<file path="config.mk">
export PLATFORM = sky130hd
export DESIGN_NAME = led_reset_timer
export DESIGN_NICKNAME = d
export VERILOG_FILES = /design/src/led_timer_pkg.sv /design/src/led_reset_timer.sv /design/src/pulse_timer.sv
export SDC_FILE = /design/constraint.sdc
export NUM_CORES = 1
export LEC_CHECK = 0
export BUFFER_PORTS_ARGS = -buffer_cell sky130_fd_sc_hd__buf_2
export CAP_MARGIN = 20
export CORE_UTILIZATION = 66
export CTS_CLUSTER_DIAMETER = 30
export DETAILED_ROUTE_END_ITERATION = 8
export PLACE_DENSITY = 0.94
export SLEW_MARGIN = 5
export SYNTH_ARGS = -nofsm -noshare
export SYNTH_HDL_FRONTEND = slang
export SYNTH_SLANG_ARGS = --single-unit
</file>
<file path="constraint.sdc">
create_clock -name clk -period 3.4 [get_ports clk]
set_input_delay 0.34 -clock clk [delete_from_list [all_inputs] [get_ports clk]]
set_output_delay 0.34 -clock clk [all_outputs]
set_load 0.05 [all_outputs]
</file>
<file path="src/led_timer_pkg.sv">
// Purpose: Constants for the status LED and reset contact timer
// Assumes: 25 MHz system clock
// Notes: Times are kept in their own units; cycle counts derive from them
package led_timer_pkg;
   // ---------------------------------------------------------------
   // Clock and times
   // ---------------------------------------------------------------
   localparam int unsigned CLK_HZ = 25000000;
   localparam int unsigned FAST_BLINK_HZ = 10;
   localparam int unsigned HOLD_MIN_MS = 500;
   localparam int unsigned HOLD_MID_MS = 2000;
   localparam int unsigned HOLD_LONG_MS = 10000;
   localparam int unsigned FLASH_GAP_MS = 500;
   localparam int unsigned DARK_MS = 4000;
   localparam int unsigned FAST_HALF_CYC = CLK_HZ / (2 * FAST_BLINK_HZ);
   localparam int unsigned HOLD_MIN_CYC = (CLK_HZ / 1000) * HOLD_MIN_MS;
   localparam int unsigned HOLD_MID_CYC = (CLK_HZ / 1000) * HOLD_MID_MS;
   localparam int unsigned HOLD_LONG_CYC = (CLK_HZ / 1000) * HOLD_LONG_MS;
   localparam int unsigned FLASH_GAP_CYC = (CLK_HZ / 1000) * FLASH_GAP_MS;
   localparam int unsigned DARK_CYC = (CLK_HZ / 1000) * DARK_MS;
   // ---------------------------------------------------------------
   // Status codes and flash counts
   // ---------------------------------------------------------------
   localparam logic [1:0] ST_STARTING = 2'h0;
   localparam logic [1:0] ST_NO_NET = 2'h1;
   localparam logic [1:0] ST_NORMAL = 2'h2;
   localparam logic [1:0] ST_DEFAULTED = 2'h3;
   localparam logic [1:0] FLASH_NO_NET = 2'h1;
   localparam logic [1:0] FLASH_NORMAL = 2'h2;
   localparam logic [1:0] FLASH_DEFAULTED = 2'h3;
   // ---------------------------------------------------------------
   // Default address and reset values
   // ---------------------------------------------------------------
   localparam logic [31:0] DEFAULT_ADDR = 32'hC0A86F47;
   localparam logic [31:0] ADDR_RESET = 32'h00000000;
   localparam logic CONTACT_SYNC_RESET = 1'h0;
endpackage

</file>
<file path="src/led_reset_timer.sv">
// Purpose: Status LED sequencer and reset contact hold timer
// Assumes: contact_bridged is an asynchronous pin, high when bridged
// Notes: Actions leave as one-cycle pulses for the system to perform
//
// How it works
// - While bridged, settings mode, 10 Hz blink
// - Release 0.5 to 2 s sets default address
// - Release 2 to 10 s: no action, steady LED
// - At ten seconds blinking resumes
// - Over ten seconds: factory restore, second address
// - Leaving settings mode returns to status mode
// - Flashes 0.5 s apart, 4 s dark, repeat
// - Flash count follows system status code
// - While starting, LED continuously lit
// - No network: one flash per group
// - Normal operation: two flashes per group
// - After default address or restore: three flashes
// - Restore hold restarts system on release
module led_reset_timer #(
   parameter int unsigned HOLD_MIN = led_timer_pkg::HOLD_MIN_CYC,
   parameter int unsigned HOLD_MID = led_timer_pkg::HOLD_MID_CYC,
   parameter int unsigned HOLD_LONG = led_timer_pkg::HOLD_LONG_CYC,
   parameter int unsigned FAST_HALF = led_timer_pkg::FAST_HALF_CYC,
   parameter int unsigned FLASH_GAP = led_timer_pkg::FLASH_GAP_CYC,
   parameter int unsigned DARK = led_timer_pkg::DARK_CYC
) (
   input wire logic clk,
   input wire logic nrst,
   input wire logic contact_bridged,
   input wire logic [1:0] sys_status,
   output logic led_on,
   output logic settings_mode,
   output logic set_default_addr,
   output logic factory_restore,
   output logic add_second_addr,
   output logic restart_system,
   output logic [31:0] default_addr
);
   initial begin
      if (!(HOLD_MIN < HOLD_MID && HOLD_MID < HOLD_LONG)) begin
         $error("hold thresholds must rise");
      end
      if (FLASH_GAP < 2 || DARK < 1 || FAST_HALF < 2) begin
         $error("LED timing too short");
      end
   end

   // ---------------------------------------------------------------
   // Contact synchroniser
   // ---------------------------------------------------------------
   logic sync1_reg, sync2_reg, bridged_reg;
   always_ff @(posedge clk or negedge nrst) begin
      if (!nrst) begin
         sync1_reg <= led_timer_pkg::CONTACT_SYNC_RESET;
         sync2_reg <= led_timer_pkg::CONTACT_SYNC_RESET;
         bridged_reg <= led_timer_pkg::CONTACT_SYNC_RESET;
      end else begin
         sync1_reg <= contact_bridged;
         sync2_reg <= sync1_reg;
         bridged_reg <= sync2_reg;
      end
   end
   wire logic press = sync2_reg && !bridged_reg;
   wire logic release_ev = !sync2_reg && bridged_reg;

   // ---------------------------------------------------------------
   // Hold duration counter
   // ---------------------------------------------------------------
   // Saturates past the long threshold so a very long hold cannot wrap
   localparam int unsigned HW = $clog2(HOLD_LONG + 2);
   logic [HW-1:0] hold_reg;
   always_ff @(posedge clk or negedge nrst) begin
      if (!nrst) begin
         hold_reg <= '0;
      end else if (press) begin
         hold_reg <= '0;
      end else if (bridged_reg && hold_reg <= HW'(HOLD_LONG)) begin
         hold_reg <= hold_reg + HW'(1);
      end
   end
   wire logic hold_steady = hold_reg >= HW'(HOLD_MID) &&
      hold_reg < HW'(HOLD_LONG);

   // ---------------------------------------------------------------
   // Release decision and action pulses
   // ---------------------------------------------------------------
   logic defaulted_reg;
   always_ff @(posedge clk or negedge nrst) begin
      if (!nrst) begin
         set_default_addr <= 1'b0;
         factory_restore <= 1'b0;
         add_second_addr <= 1'b0;
         restart_system <= 1'b0;
         defaulted_reg <= 1'b0;
      end else begin
         set_default_addr <= 1'b0;
         factory_restore <= 1'b0;
         add_second_addr <= 1'b0;
         restart_system <= 1'b0;
         if (release_ev) begin
            if (hold_reg > HW'(HOLD_LONG)) begin
               factory_restore <= 1'b1;
               add_second_addr <= 1'b1;
               restart_system <= 1'b1;
               defaulted_reg <= 1'b1;
            end else if (hold_reg >= HW'(HOLD_MIN) &&
                         hold_reg <= HW'(HOLD_MID)) begin
               set_default_addr <= 1'b1;
               defaulted_reg <= 1'b1;
            end
            // Short or mid holds fall through with no action
         end
      end
   end

   always_ff @(posedge clk or negedge nrst) begin
      if (!nrst) begin
         default_addr <= led_timer_pkg::ADDR_RESET;
         settings_mode <= 1'b0;
      end else begin
         default_addr <= led_timer_pkg::DEFAULT_ADDR;
         settings_mode <= bridged_reg;
      end
   end

   // ---------------------------------------------------------------
   // Timers
   // ---------------------------------------------------------------
   logic fast_tick, gap_tick;
   pulse_timer #(.PERIOD(FAST_HALF), .W(32)) u_fast (
      .clk(clk),
      .nrst(nrst),
      .restart(press),
      .tick(fast_tick)
   );
   logic fast_reg;
   always_ff @(posedge clk or negedge nrst) begin
      if (!nrst) begin
         fast_reg <= 1'b1;
      end else if (press) begin
         fast_reg <= 1'b1;
      end else if (fast_tick) begin
         fast_reg <= !fast_reg;
      end
   end

   // ---------------------------------------------------------------
   // Status flash sequencer
   // ---------------------------------------------------------------
   typedef enum logic [1:0] {S_FLASH, S_GAP, S_DARK} seq_t;
   seq_t seq_reg;
   localparam int unsigned SW = $clog2(DARK + FLASH_GAP + 1);
   localparam int unsigned HALF_GAP = FLASH_GAP / 2;
   logic [SW-1:0] tmr_reg;
   logic [1:0] left_reg;

   // Status code to flash count; starting gives 0 and beats the sticky
   // defaulted flag, since a restore restarts the system
   function automatic logic [1:0] flashes(input logic [1:0] st,
                                          input logic dflt);
      logic [1:0] n;
      n = 2'h0;
      if (st == led_timer_pkg::ST_STARTING) begin
         n = 2'h0;
      end else if (dflt) begin
         n = led_timer_pkg::FLASH_DEFAULTED;
      end else begin
         case (st)
            led_timer_pkg::ST_NO_NET: begin
               n = led_timer_pkg::FLASH_NO_NET;
            end
            led_timer_pkg::ST_NORMAL: begin
               n = led_timer_pkg::FLASH_NORMAL;
            end
            led_timer_pkg::ST_DEFAULTED: n = led_timer_pkg::FLASH_DEFAULTED;
            default: n = 2'h0;
         endcase
      end
      return n;
   endfunction

   wire logic [1:0] want = flashes(sys_status, defaulted_reg);

   // Each flash is lit for half the 0.5 s spacing, then dark the rest
   always_ff @(posedge clk or negedge nrst) begin
      if (!nrst) begin
         seq_reg <= S_DARK;
         tmr_reg <= '0;
         left_reg <= 2'h0;
      end else if (bridged_reg) begin
         seq_reg <= S_DARK;
         tmr_reg <= '0;
         left_reg <= 2'h0;
      end else begin
         case (seq_reg)
            S_FLASH: begin
               if (tmr_reg == SW'(HALF_GAP - 1)) begin
                  seq_reg <= S_GAP;
               end
               tmr_reg <= tmr_reg + SW'(1);
            end
            S_GAP: begin
               if (tmr_reg == SW'(FLASH_GAP - 1)) begin
                  tmr_reg <= '0;
                  if (left_reg > 2'h1) begin
                     left_reg <= left_reg - 2'h1;
                     seq_reg <= S_FLASH;
                  end else begin
                     left_reg <= 2'h0;
                     seq_reg <= S_DARK;
                  end
               end else begin
                  tmr_reg <= tmr_reg + SW'(1);
               end
            end
            S_DARK: begin
               if (tmr_reg >= SW'(DARK - 1) && want != 2'h0) begin
                  tmr_reg <= '0;
                  left_reg <= want;
                  seq_reg <= S_FLASH;
               end else if (tmr_reg < SW'(DARK - 1)) begin
                  tmr_reg <= tmr_reg + SW'(1);
               end
            end
            default: begin
               seq_reg <= S_DARK;
               tmr_reg <= '0;
            end
         endcase
      end
   end

   // ---------------------------------------------------------------
   // LED drive
   // ---------------------------------------------------------------
   always_ff @(posedge clk or negedge nrst) begin
      if (!nrst) begin
         led_on <= 1'b1;
      end else if (bridged_reg) begin
         led_on <= hold_steady ? 1'b1 : fast_reg;
      end else if (want == 2'h0) begin
         led_on <= 1'b1;
      end else begin
         led_on <= seq_reg == S_FLASH;
      end
   end
endmodule

</file>
<file path="src/pulse_timer.sv">
// Purpose: Free-running period tick generator with restart
// Assumes: PERIOD at least 2
// Notes: First tick comes PERIOD-1 cycles after restart, so a registered
// follower toggles exactly PERIOD cycles after the restart edge
module pulse_timer #(
   parameter int unsigned PERIOD = 2,
   parameter int unsigned W = 32
) (
   input wire logic clk,
   input wire logic nrst,
   input wire logic restart,
   output logic tick
);
   initial begin
      if (PERIOD < 2 || PERIOD >= (64'h1 << W)) begin
         $error("pulse_timer PERIOD out of range");
      end
   end
   localparam logic [W-1:0] LAST = W'(PERIOD - 1);
   logic [W-1:0] cnt_reg;
   always_ff @(posedge clk or negedge nrst) begin
      if (!nrst) begin
         cnt_reg <= '0;
         tick <= 1'b0;
      end else if (restart) begin
         cnt_reg <= W'(1);
         tick <= 1'b0;
      end else if (cnt_reg == LAST) begin
         cnt_reg <= '0;
         tick <= 1'b1;
      end else begin
         cnt_reg <= cnt_reg + W'(1);
         tick <= 1'b0;
      end
   end
endmodule

</file>
==> results by group, run 1 <==
Layout
  • Largest register FFs: 32
  • Most common cell after layout, fill and taps aside: dfrtp_1
  • Diode count: 0
  • Most frequent cells in the layout: 99 x dfrtp_1, 71 x nand2_1, 66 x nor2_1
  • Final #Nets: 674
  • Cell Count, Final, Fillers Out: 778
  • Share of cells above drive strength 1: 12.2%
  • Area growth syn-to-layout: 3.55%

Timing
  • Final setup viols: 0
  • Final period util: 79.4%
  • Max-slew violations: 0
  • Setup TNS: 0 ns
  • Min cycle time layout: 2.70 ns
  • Slew headroom: 36.9%
  • Slew @ Worst Pin: 0.946 ns
  • Unrepaired setup endpoints after global routing: false
  • Fin. Hold Viols: 0
  • Layout Skew: 0.0170 ns
  • Fmax: 0.370 GHz

Placed design
  • Buffers on Ports: 25
  • Placed cells: 760
  • Post-DP HPWL: 9.15 mm
  • Routability congestion estimate: 0.984

Floorplanning
  • Die area: 9580 µm²
  • Starting density of the core: 68.9%
  • # IOs: 43
  • Die X: 97.9 µm
  • FP Rows: 34
  • Die span in y: 97.9 µm
  • Std-Cell Core Area: 8810 µm²

Hold path
  • Hold EP: sync1_reg
  • Worst Hold Class: in2reg
  • Hold path depth: 1
  • HP Start: contact_bridged

Worst setup path
  • Reg2reg start: hold_reg[24]
  • CP top delay family: compound AO/OA/AOI/OAI gates
  • Worst endpoint required time: 3.66 ns
  • Worst r2r path cells: 6
  • Buf/Inv on CP: 0
  • Slowest Stage Delay on Critical Path: 0.54 ns
  • R2r endpoint: hold_reg[4]
  • Setup crit end kind: register
  • CP Cell Sequence: nor3b_1 > nand3_1 > a2111o_1 > a21o_1 > and2_1 > o31ai_1
  • Slowest CP cell: a21o_1
  • CP Max Fanout: 29
  • R2r setup slk: 0.70 ns
  • CP Data Arrival Time: 2.96 ns
  • CP startpoint kind: register
  • Crit Path Class: reg2reg

Detailed routing
  • DRT Pass-1 Iters: 8
  • Vias/cell: 6.69
  • Remaining antenna violation count after routing: 0
  • Remaining DRCs: 4
  • Final wirelength: 13.3 mm
  • Routed length per instance: 17.1 µm
  • DRT iter0 DRCs: 594
  • Total number of vias: 5,207

Synthesis
  • Synth warnings: 0
  • Yosys top cell by area: dfrtp_1
  • Library cells used by synthesis: 68
  • Ranking of synthesized cells by area: dfrtp_1 41%, nand2_1 4.4%, buf_4 4.1%
  • Register bit total from synthesis: 102
  • Synth Instances: 665
  • Top FF cell, synth: dfrtp_1
  • Mapped Area: 6070 µm²
  • Yosys top cell area share: 40.8%
  • Seq/Total Area, Yosys: 42.1%
  • Post-synth EDFFs: 0
  • Synth Area per Inst: 9.12 µm²
  • FFs w/ async S/R, synth: 100%

Power
  • Total power: 2.35 mW
  • P_leak: 2.70 nW
  • Pwr/cell area: 374 nW/µm²
  • Max VDD drop: 260 µV

Status
  • Status: finished with violations
  • Failing checks: design-rule violations

CTS
  • CTS root buf: clkbuf_8
  • H-tree depth: 3
  • Clk buf depth: 2
  • CTS Buf Count: 9
  • CTS tree: yes
  • CTS clk-pin slew, worst paths: 0.11 ns
  • Clock Latency Late Sink: 0.37 ns
  • CTS sink cnt: 102
  • Post-CTS Setup Bufs: 0

GRT
  • Vias in the first global route: 4,921
  • First-pass GRT wire length: 22.9 mm
  • Largest net degree at the start of global routing: 92
  • Initial antenna violation count: 0
  • GRT Util Overall: 29.1%
  • Global route overflow: 0

Flow run
  • Max Cap Viol: 0
[metal layers]
metal  GRT usage (%)  up-vias  share of wire, %
met5               0        -                 0
met4            11.5        0               2.4
met3            4.80       38               6.7
met2            48.2      277                50
met1            38.4     2529                41
li1                -     2363                 -
[worst reg2reg max path, delay by kind of cell, from the launching register on]
kind | cells | cell delay, ns
AO/OA/AOI/OAI | 3 | 1.22
flip-flops | 1 | 0.50
AND/OR/NAND/NOR | 3 | 0.87
[worst max-delay path by stage]
| stage | startpoint | to | slack (ns) | depth (start not counted) |
|---|---|---|---|---|
| 3_5_place_dp | tmr_reg[11] | tmr_reg[0] | 0.78 | 6 |
| 2_1_floorplan | tmr_reg[11] | left_reg[0] | 1.17 | 6 |
| 6_report | hold_reg[24] | hold_reg[4] | 0.70 | 6 |
| 3_3_place_gp | tmr_reg[3] | tmr_reg[16] | 0.95 | 5 |
| 5_1_grt | tmr_reg[11] | tmr_reg[0] | 0.60 | 6 |
| 4_1_cts | tmr_reg[11] | tmr_reg[0] | 0.76 | 6 |
[stage by stage]
step	area, µm²	worst slack (ns)	utilization, %	hold slack (ns)
final	6280	0.699	71.3	0.107
after global routing	6280	0.596	71.3	0.0870
after detailed placement	6040	0.782	68.6	0.339
after CTS	6240	0.762	70.9	0.0958
after floorplan	6130	1.17	-	0.0444
after global placement	6040	0.947	68.6	0.338
[report_power, final]
part           total [mW]  internal [mW]  switching, mW
clock               0.799          0.365          0.434
combinational       0.252         0.0666          0.185
sequential           1.30           1.25         0.0477
total                2.35           1.68          0.667
[cell usage after synthesis, types with 4 or more instances]
| library cell | instances |
|---|---|
| a211oi_1 | 4 |
| a21o_1 | 6 |
| a21oi_1 | 25 |
| a21oi_2 | 6 |
| and2_1 | 9 |
| and3_1 | 20 |
| and4_1 | 7 |
| buf_2 | 4 |
| buf_4 | 33 |
| buf_6 | 4 |
| clkbuf_1 | 16 |
| dfrtp_1 | 99 |
| ha_1 | 4 |
| inv_1 | 17 |
| mux2i_1 | 23 |
| nand2_1 | 71 |
| nand2b_1 | 4 |
| nand3_1 | 34 |
| nand4_1 | 38 |
| nand4b_1 | 4 |
| nor2_1 | 66 |
| nor3_1 | 12 |
| nor4_1 | 9 |
| nor4b_1 | 5 |
| o211ai_1 | 5 |
| o21ai_0 | 10 |
| o21ai_1 | 5 |
| o31ai_1 | 16 |
| or3_1 | 9 |
| or3_2 | 5 |
| or4_1 | 11 |
| xnor2_1 | 17 |
| xor2_1 | 15 |
[cells by family (layout without fill, tap and decap cells)]
kind of cell	Yosys count	in the layout	synth area share [%]
flops	102	102	42.1
other cells	2	18	0.124
xor+xnor	32	32	4.62
fa+ha+maj	4	4	0.825
compound gates	98	98	11.5
mux	24	24	4.04
simple gates	329	329	29.6
buf+inv	74	63	7.20
[area by class of cell]
cell class | count | area, µm²
multi-input combinational | 505 | 3130
sequential | 102 | 2560
fill | 627 | 2520
timing repair buffer | 30 | 188
clock buffer | 10 | 138
tap | 108 | 135
clock inverter | 6 | 67.6
inverter | 17 | 63.8
[timing repair]
item	CTS	global route
hold buffers	0	1
hold endpoints to repair	0	33
gates resized for setup	0	0
endpoints found under the setup margin	0	0
No activity file was read; power rests on OpenSTA's default activity.
==> inputs of run 2 (changes only) <==
Settings changed: CORE_UTILIZATION 66 to 55, PLACE_DENSITY 0.94 to 0.85.
Clock period 3.4 ns to 2.2 ns, I/O delays scaled along.
==> results by group, run 2 (synthesis results as in run 1) <==
Status
  • Status: finished with violations
  • Failing checks: negative setup slack

GRT
  • Initial antenna violation count: 0 (unchanged)
  • Global route overflow: 0 (unchanged)
  • Largest net degree at the start of global routing: 60 (-35%)
  • First-pass GRT wire length: 25.9 mm (+13%)
  • Vias in the first global route: 5,482 (+11%)
  • GRT Util Overall: 28.8% (-0.33 points)

Timing
  • Final WS setup: -0.426 ns (-1.13 ns)
  • Slew @ Worst Pin: 0.609 ns (-0.336 ns)
  • Slew headroom: 58.8% (+22 points)
  • Final setup viols: 32 (+32)
  • Layout Skew: 0.0211 ns (+0.00417 ns)
  • Min cycle time layout: 2.63 ns (-0.0746 ns)
  • Hold WS: 0.262 ns (+0.155 ns)
  • Unrepaired setup endpoints after global routing: true
  • Fmax: 0.381 GHz (+2.8%)
  • Fin. Hold Viols: 0 (unchanged)
  • Final period util: 119% (+40 points)
  • Max-slew violations: 0 (unchanged)

Hold path
  • HP Start: sys_status[1]
  • Worst Hold Class: in2reg
  • Hold path depth: 4 (+3)
  • Hold EP: seq_reg[1]

CTS
  • CTS Buf Count: 9 (unchanged)
  • CTS sink cnt: 102 (unchanged)
  • H-tree depth: 3 (unchanged)
  • CTS clk-pin slew, worst paths: 0.12 ns (about the same)
  • Clk buf depth: 2 (unchanged)
  • CTS root buf: clkbuf_8
  • CTS tree: yes
  • Clock Latency Late Sink: 0.41 ns (+0.04 ns)

Placed design
  • Area of placed instances: 6620 µm² (+9.7%)
  • Placed cells: 852 (+12%)
  • Post-DP HPWL: 10.4 mm (+14%)
  • Routability congestion estimate: 0.951 (-3.4%)
  • Buffers on Ports: 25 (unchanged)
  • Pre-CTS setup slack: -0.209 ns (-0.991 ns)

Worst setup path
  • Worst endpoint required time: 2.48 ns (-1.18 ns)
  • CP Data Arrival Time: 2.91 ns (-0.05 ns)
  • Reg2reg start: tmr_reg[14]
  • Crit Path Class: reg2reg
  • CP Max Fanout: 5 (-83%)
  • Setup crit end kind: register
  • R2r setup slk: -0.43 ns (-1.13 ns)
  • Slowest Stage Delay on Critical Path: 0.54 ns (about the same)
  • CP Cell Sequence: nand4_1 > buf_4 > nor4_4 > or4b_4 > buf_4 > o211ai_4 > or4b_4 > o211ai_1
  • CP startpoint kind: register
  • Critical path startpoint: tmr_reg[14]
  • Worst r2r path cells: 8 (+2)
  • R2r endpoint: tmr_reg[16]
  • Slowest CP cell: or4b_4

Layout
  • Final Cell Area: 7420 µm² (+18%)
  • Area growth syn-to-layout: 22.4%
  • Final cell utilization of the core: 70.7% (-0.69 points)
  • Largest register FFs: 32 (unchanged)
  • Share of cells above drive strength 1: 28.5% (+16 points)
  • Diode count: 0 (unchanged)
  • Most common cell after layout, fill and taps aside: dfrtp_1
  • Final #Nets: 756 (+12%)
  • Cell Count, Final, Fillers Out: 888 (+14%)
  • Most frequent cells in the layout: 98 x dfrtp_1, 71 x nand2_1, 68 x buf_4

Detailed routing
  • Remaining DRCs: 0 (-4)
  • Remaining antenna violation count after routing: 0 (unchanged)
  • DRT Pass-1 Iters: 6 (-2)
  • Vias/cell: 6.62 (-1.1%)
  • Total number of vias: 5,877 (+13%)
  • Final wirelength: 18.4 mm (+38%)
  • Routed length per instance: 20.7 µm (+21%)
  • DRT iter0 DRCs: 581 (-2.2%)

Floorplanning
  • Std-Cell Core Area: 10,500 µm² (+19%)
  • Die X: 107 µm (+9.4%)
  • # IOs: 43 (unchanged)
  • Starting density of the core: 57.7% (-11 points)
  • FP Rows: 37 (+8.8%)
  • Die span in y: 107 µm (+9.4%)
  • Die area: 11,500 µm² (+20%)

Power
  • Max VDD drop: 522 µV (+100%)
  • Pwr/cell area: 517 nW/µm² (+38%)
  • P_leak: 3.26 nW (+21%)

Flow run
  • Max Cap Viol: 0 (unchanged)
-- run 2: cell types whose count changed in the layout (fill, tap and decap cells not counted), sizes merged --
| cell | before | now |
|---|---|---|
| buf | 29 | 107 |
| bufinv | 1 | 2 |
| clkbuf | 10 | 11 |
| clkinvlp | 2 | 1 |
| dlygate4sd3 | 1 | 2 |
| inv | 19 | 20 |
| o211ai | 6 | 7 |
-- run 2: per-layer routing --
layer / track usage (%) / up-vias / part of all wire [%]
met3: 7.11 / 139 / 10
met5: 0 / - / 0
met1: 35.1 / 2788 / 37
met4: 13.2 / 0 / 6.6
met2: 47.9 / 427 / 46
li1: - / 2523 / -
-- run 2: cell type report --
type	instances	area, µm²
multi-input cells	506	3520
well taps	136	170
flip-flops and latches	102	2560
clock buffers	9	124
fillers	697	3080
inverters	17	63.8
clock inverters	7	101
repair buffers	111	887
-- run 2: worst max-delay path by stage --
stage / end / cells after the start
5_1_grt: tmr_reg[16] / 8
6_report: tmr_reg[16] / 8
3_3_place_gp: tmr_reg[8] / 7
4_1_cts: tmr_reg[8] / 7
3_5_place_dp: tmr_reg[26] / 7
2_1_floorplan: left_reg[0] / 6
-- run 2: worst max-delay path, delay by kind of cell (launching register included) --
kind            cells  cell delay [ns]
compound gates      2             0.20
flops               1             0.47
buf+inv             2             0.42
simple gates        4             1.39
-- run 2: power breakdown --
group | switching [mW] | internal (mW) | total, mW
combinational | 0.311 | 0.124 | 0.436
clock | 0.736 | 0.655 | 1.39
sequential | 0.0802 | 1.93 | 2.02
total | 1.13 | 2.71 | 3.84
-- run 2: repair_timing --
action                                  in CTS  in global routing
cloned                                       1                  2
gates resized for setup                     19                 63
pin swaps                                   10                 27
buffers inserted                             8                  9
endpoints found under the hold margin       44                  0
endpoints found under the setup margin      31                 77
hold buffers                                 2                  0
-- run 2: stage by stage --
stage,power (mW),setup TNS [ns]
after floorplan,2.35,-0.0212
after global placement,2.42,-0.431
after detailed placement,2.45,-2.12
after CTS,3.80,-0.890
after global routing,3.96,-9.51
final,3.84,-9.82
==> inputs of run 3 (changes only) <==
Settings changed: SETUP_SLACK_MARGIN from default to 0.1.
==> results by group, run 3 (synthesis results as in run 1) <==
Detailed routing
  • DRT iter0 DRCs: 488 (-16%)
  • Remaining antenna violation count after routing: 0 (unchanged)
  • Total number of vias: 5,532 (-5.9%)
  • Routed length per instance: 17.4 µm (-16%)
  • Final wirelength: 15.4 mm (-16%)
  • Vias/cell: 6.27 (-5.3%)
  • Remaining DRCs: 0 (unchanged)
  • DRT Pass-1 Iters: 7 (+1)

CTS
  • CTS sink cnt: 102 (unchanged)
  • CTS tree: yes
  • CTS clk-pin slew, worst paths: 0.10 ns (-0.02 ns)
  • Clk buf depth: 2 (unchanged)
  • Clock Latency Late Sink: 0.40 ns (about the same)
  • CTS root buf: clkbuf_8
  • CTS Buf Count: 9 (unchanged)
  • H-tree depth: 3 (unchanged)

Power
  • Max VDD drop: 502 µV (-3.8%)
  • Combinational share of power: 11.8% (+0.5 points)
  • Int Pwr: 2.49 mW (-8.2%)
  • Pwr/cell area: 492 nW/µm² (-4.9%)
  • Register share of total power: 56.2% (+3.7 points)
  • Switching power total: 1.09 mW (-3.4%)
  • Total power: 3.58 mW (-6.8%)
  • Switching share of total power: 30.4% (+1.1 points)
  • P_leak: 3.18 nW (-2.5%)
  • Clock power frac: 32.0% (-4.2 points)

Timing
  • Layout Skew: 0.0209 ns (-0.000201 ns)
  • Slew headroom: 62.0% (+3.2 points)
  • Min cycle time layout: 2.46 ns (-0.170 ns)
  • Setup TNS: -3.96 ns (+5.86 ns)
  • Final WS setup: -0.256 ns (+0.170 ns)
  • Final period util: 112% (-7.7 points)
  • Slew @ Worst Pin: 0.570 ns (-0.0399 ns)
  • Fin. Hold Viols: 0 (unchanged)
  • Max-slew violations: 0 (unchanged)
  • Unrepaired setup endpoints after global routing: true
  • Final setup viols: 29 (-9.4%)
  • Fmax: 0.407 GHz (+6.9%)

Worst setup path
  • CP startpoint kind: register
  • CP Data Arrival Time: 2.77 ns (-0.14 ns)
  • Reg2reg start: tmr_reg[12]
  • Worst r2r path cells: 9 (+1)
  • CP Max Fanout: 6 (+1)
  • R2r endpoint: tmr_reg[22]
  • Worst endpoint required time: 2.52 ns (+0.04 ns)
  • Crit Path Class: reg2reg
  • Setup crit end kind: register
  • R2r setup slk: -0.26 ns (+0.17 ns)

Layout
  • Cell Count, Final, Fillers Out: 883 (-0.56%)
  • Most frequent cells in the layout: 97 x dfrtp_1, 70 x nand2_1, 65 x nor2_1
  • Area growth syn-to-layout: 19.9%
  • Final cell utilization of the core: 69.2% (-1.4 points)
  • Most common cell after layout, fill and taps aside: dfrtp_1
  • Final #Nets: 751 (-0.66%)
  • Final Cell Area: 7270 µm² (-2.0%)
  • Share of cells above drive strength 1: 27.6% (-0.88 points)
  • Largest register FFs: 32 (unchanged)
  • Diode count: 0 (unchanged)

Status
  • Status: finished with violations
  • Failing checks: negative setup slack

GRT
  • First-pass GRT wire length: 24.3 mm (-6.2%)
  • Largest net degree at the start of global routing: 85 (+42%)
  • GRT Util Overall: 26.7% (-2.1 points)
  • Initial antenna violation count: 0 (unchanged)
  • Global route overflow: 0 (unchanged)
  • Vias in the first global route: 5,150 (-6.1%)

Placed design
  • Area of placed instances: 6620 µm² (-0.13%)
  • Routability congestion estimate: 0.921 (-3.1%)
  • Buffers on Ports: 25 (unchanged)
  • Post-DP HPWL: 9.98 mm (-3.9%)
  • Placed cells: 850 (-0.23%)

Floorplanning
  • FP Rows: 37 (unchanged)
  • Std-Cell Core Area: 10,500 µm² (unchanged)
  • Die area: 11,500 µm² (unchanged)
  • Die X: 107 µm (unchanged)
  • Die span in y: 107 µm (unchanged)
  • # IOs: 43 (unchanged)
  • Starting density of the core: 57.7% (unchanged)

Hold path
  • Worst Hold Class: in2async

Flow run
  • Max Cap Viol: 0 (unchanged)
run 3: cell types whose count changed in the layout (fill, tap and decap cells not counted), moves of 3 or more:
cell / change
buf_4: -7
buf_6: +4
or4_4: -4
or4_1: +3
run 3: critical path: stages, from the launching register on:
cell,delay [ns]
dfrtp_1,0.42
buf_4,0.14
buf_4,0.14
nor2_1,0.14
o21ai_1,0.13
a32oi_4,0.37
o211ai_4,0.19
buf_6,0.16
or4_4,0.49
a21oi_2,0.19
run 3: how the worst max path moves through the flow:
stage                           start          end  slack, ns  depth (start not counted)
after floorplan           tmr_reg[11]  left_reg[0]      -0.02                          6
after global placement    tmr_reg[11]  tmr_reg[10]      -0.06                          7
after detailed placement  tmr_reg[12]  tmr_reg[12]      -0.15                          7
after CTS                 tmr_reg[12]  tmr_reg[12]      -0.13                          7
after global routing      tmr_reg[14]  left_reg[0]      -0.30                          6
final                     tmr_reg[12]  tmr_reg[22]      -0.26                          9
run 3: final cells by class:
| cell class | count | area, µm² |
|---|---|---|
| repair buffers | 106 | 860 |
| clock buffers | 10 | 128 |
| multi-input cells | 506 | 3440 |
| fillers | 717 | 3240 |
| clock inverters | 6 | 51.3 |
| well taps | 136 | 170 |
| inverters | 17 | 63.8 |
| flip-flops and latches | 102 | 2560 |
run 3: per-stage QoR:
step	setup WS, ns	hold slack (ns)
global route	-0.300	0.259
finish	-0.256	0.243
global placement	-0.0582	0.112
CTS	-0.132	0.238
floorplan	-0.0207	-0.0756
detailed placement	-0.153	0.114
run 3: per-layer routing:
layer	wire, µm	share of wire (%)	global-route usage [%]
met5	0	0	0
met4	336	2.2	11.2
met3	962	6.3	5.17
met2	7680	50	42.9
met1	6390	42	35.3
run 3: power groups by stage:
stage	combinational, mW	clock, mW	sequential [mW]
5_1_grt	0.466	1.24	2.02
6_report	0.424	1.15	2.01
2_1_floorplan	0.319	0	2.04
4_1_cts	0.401	1.17	2.01
3_3_place_gp	0.382	0	2.04
3_5_place_dp	0.399	0	2.04
run 3: repair_timing:
item,CTS,global route
buffers inserted,3,10
cloned,0,2
endpoints found under the setup margin,53,90
endpoints found under the hold margin,19,0
hold buffers,2,0
resized for setup,16,58
pin swaps,10,22
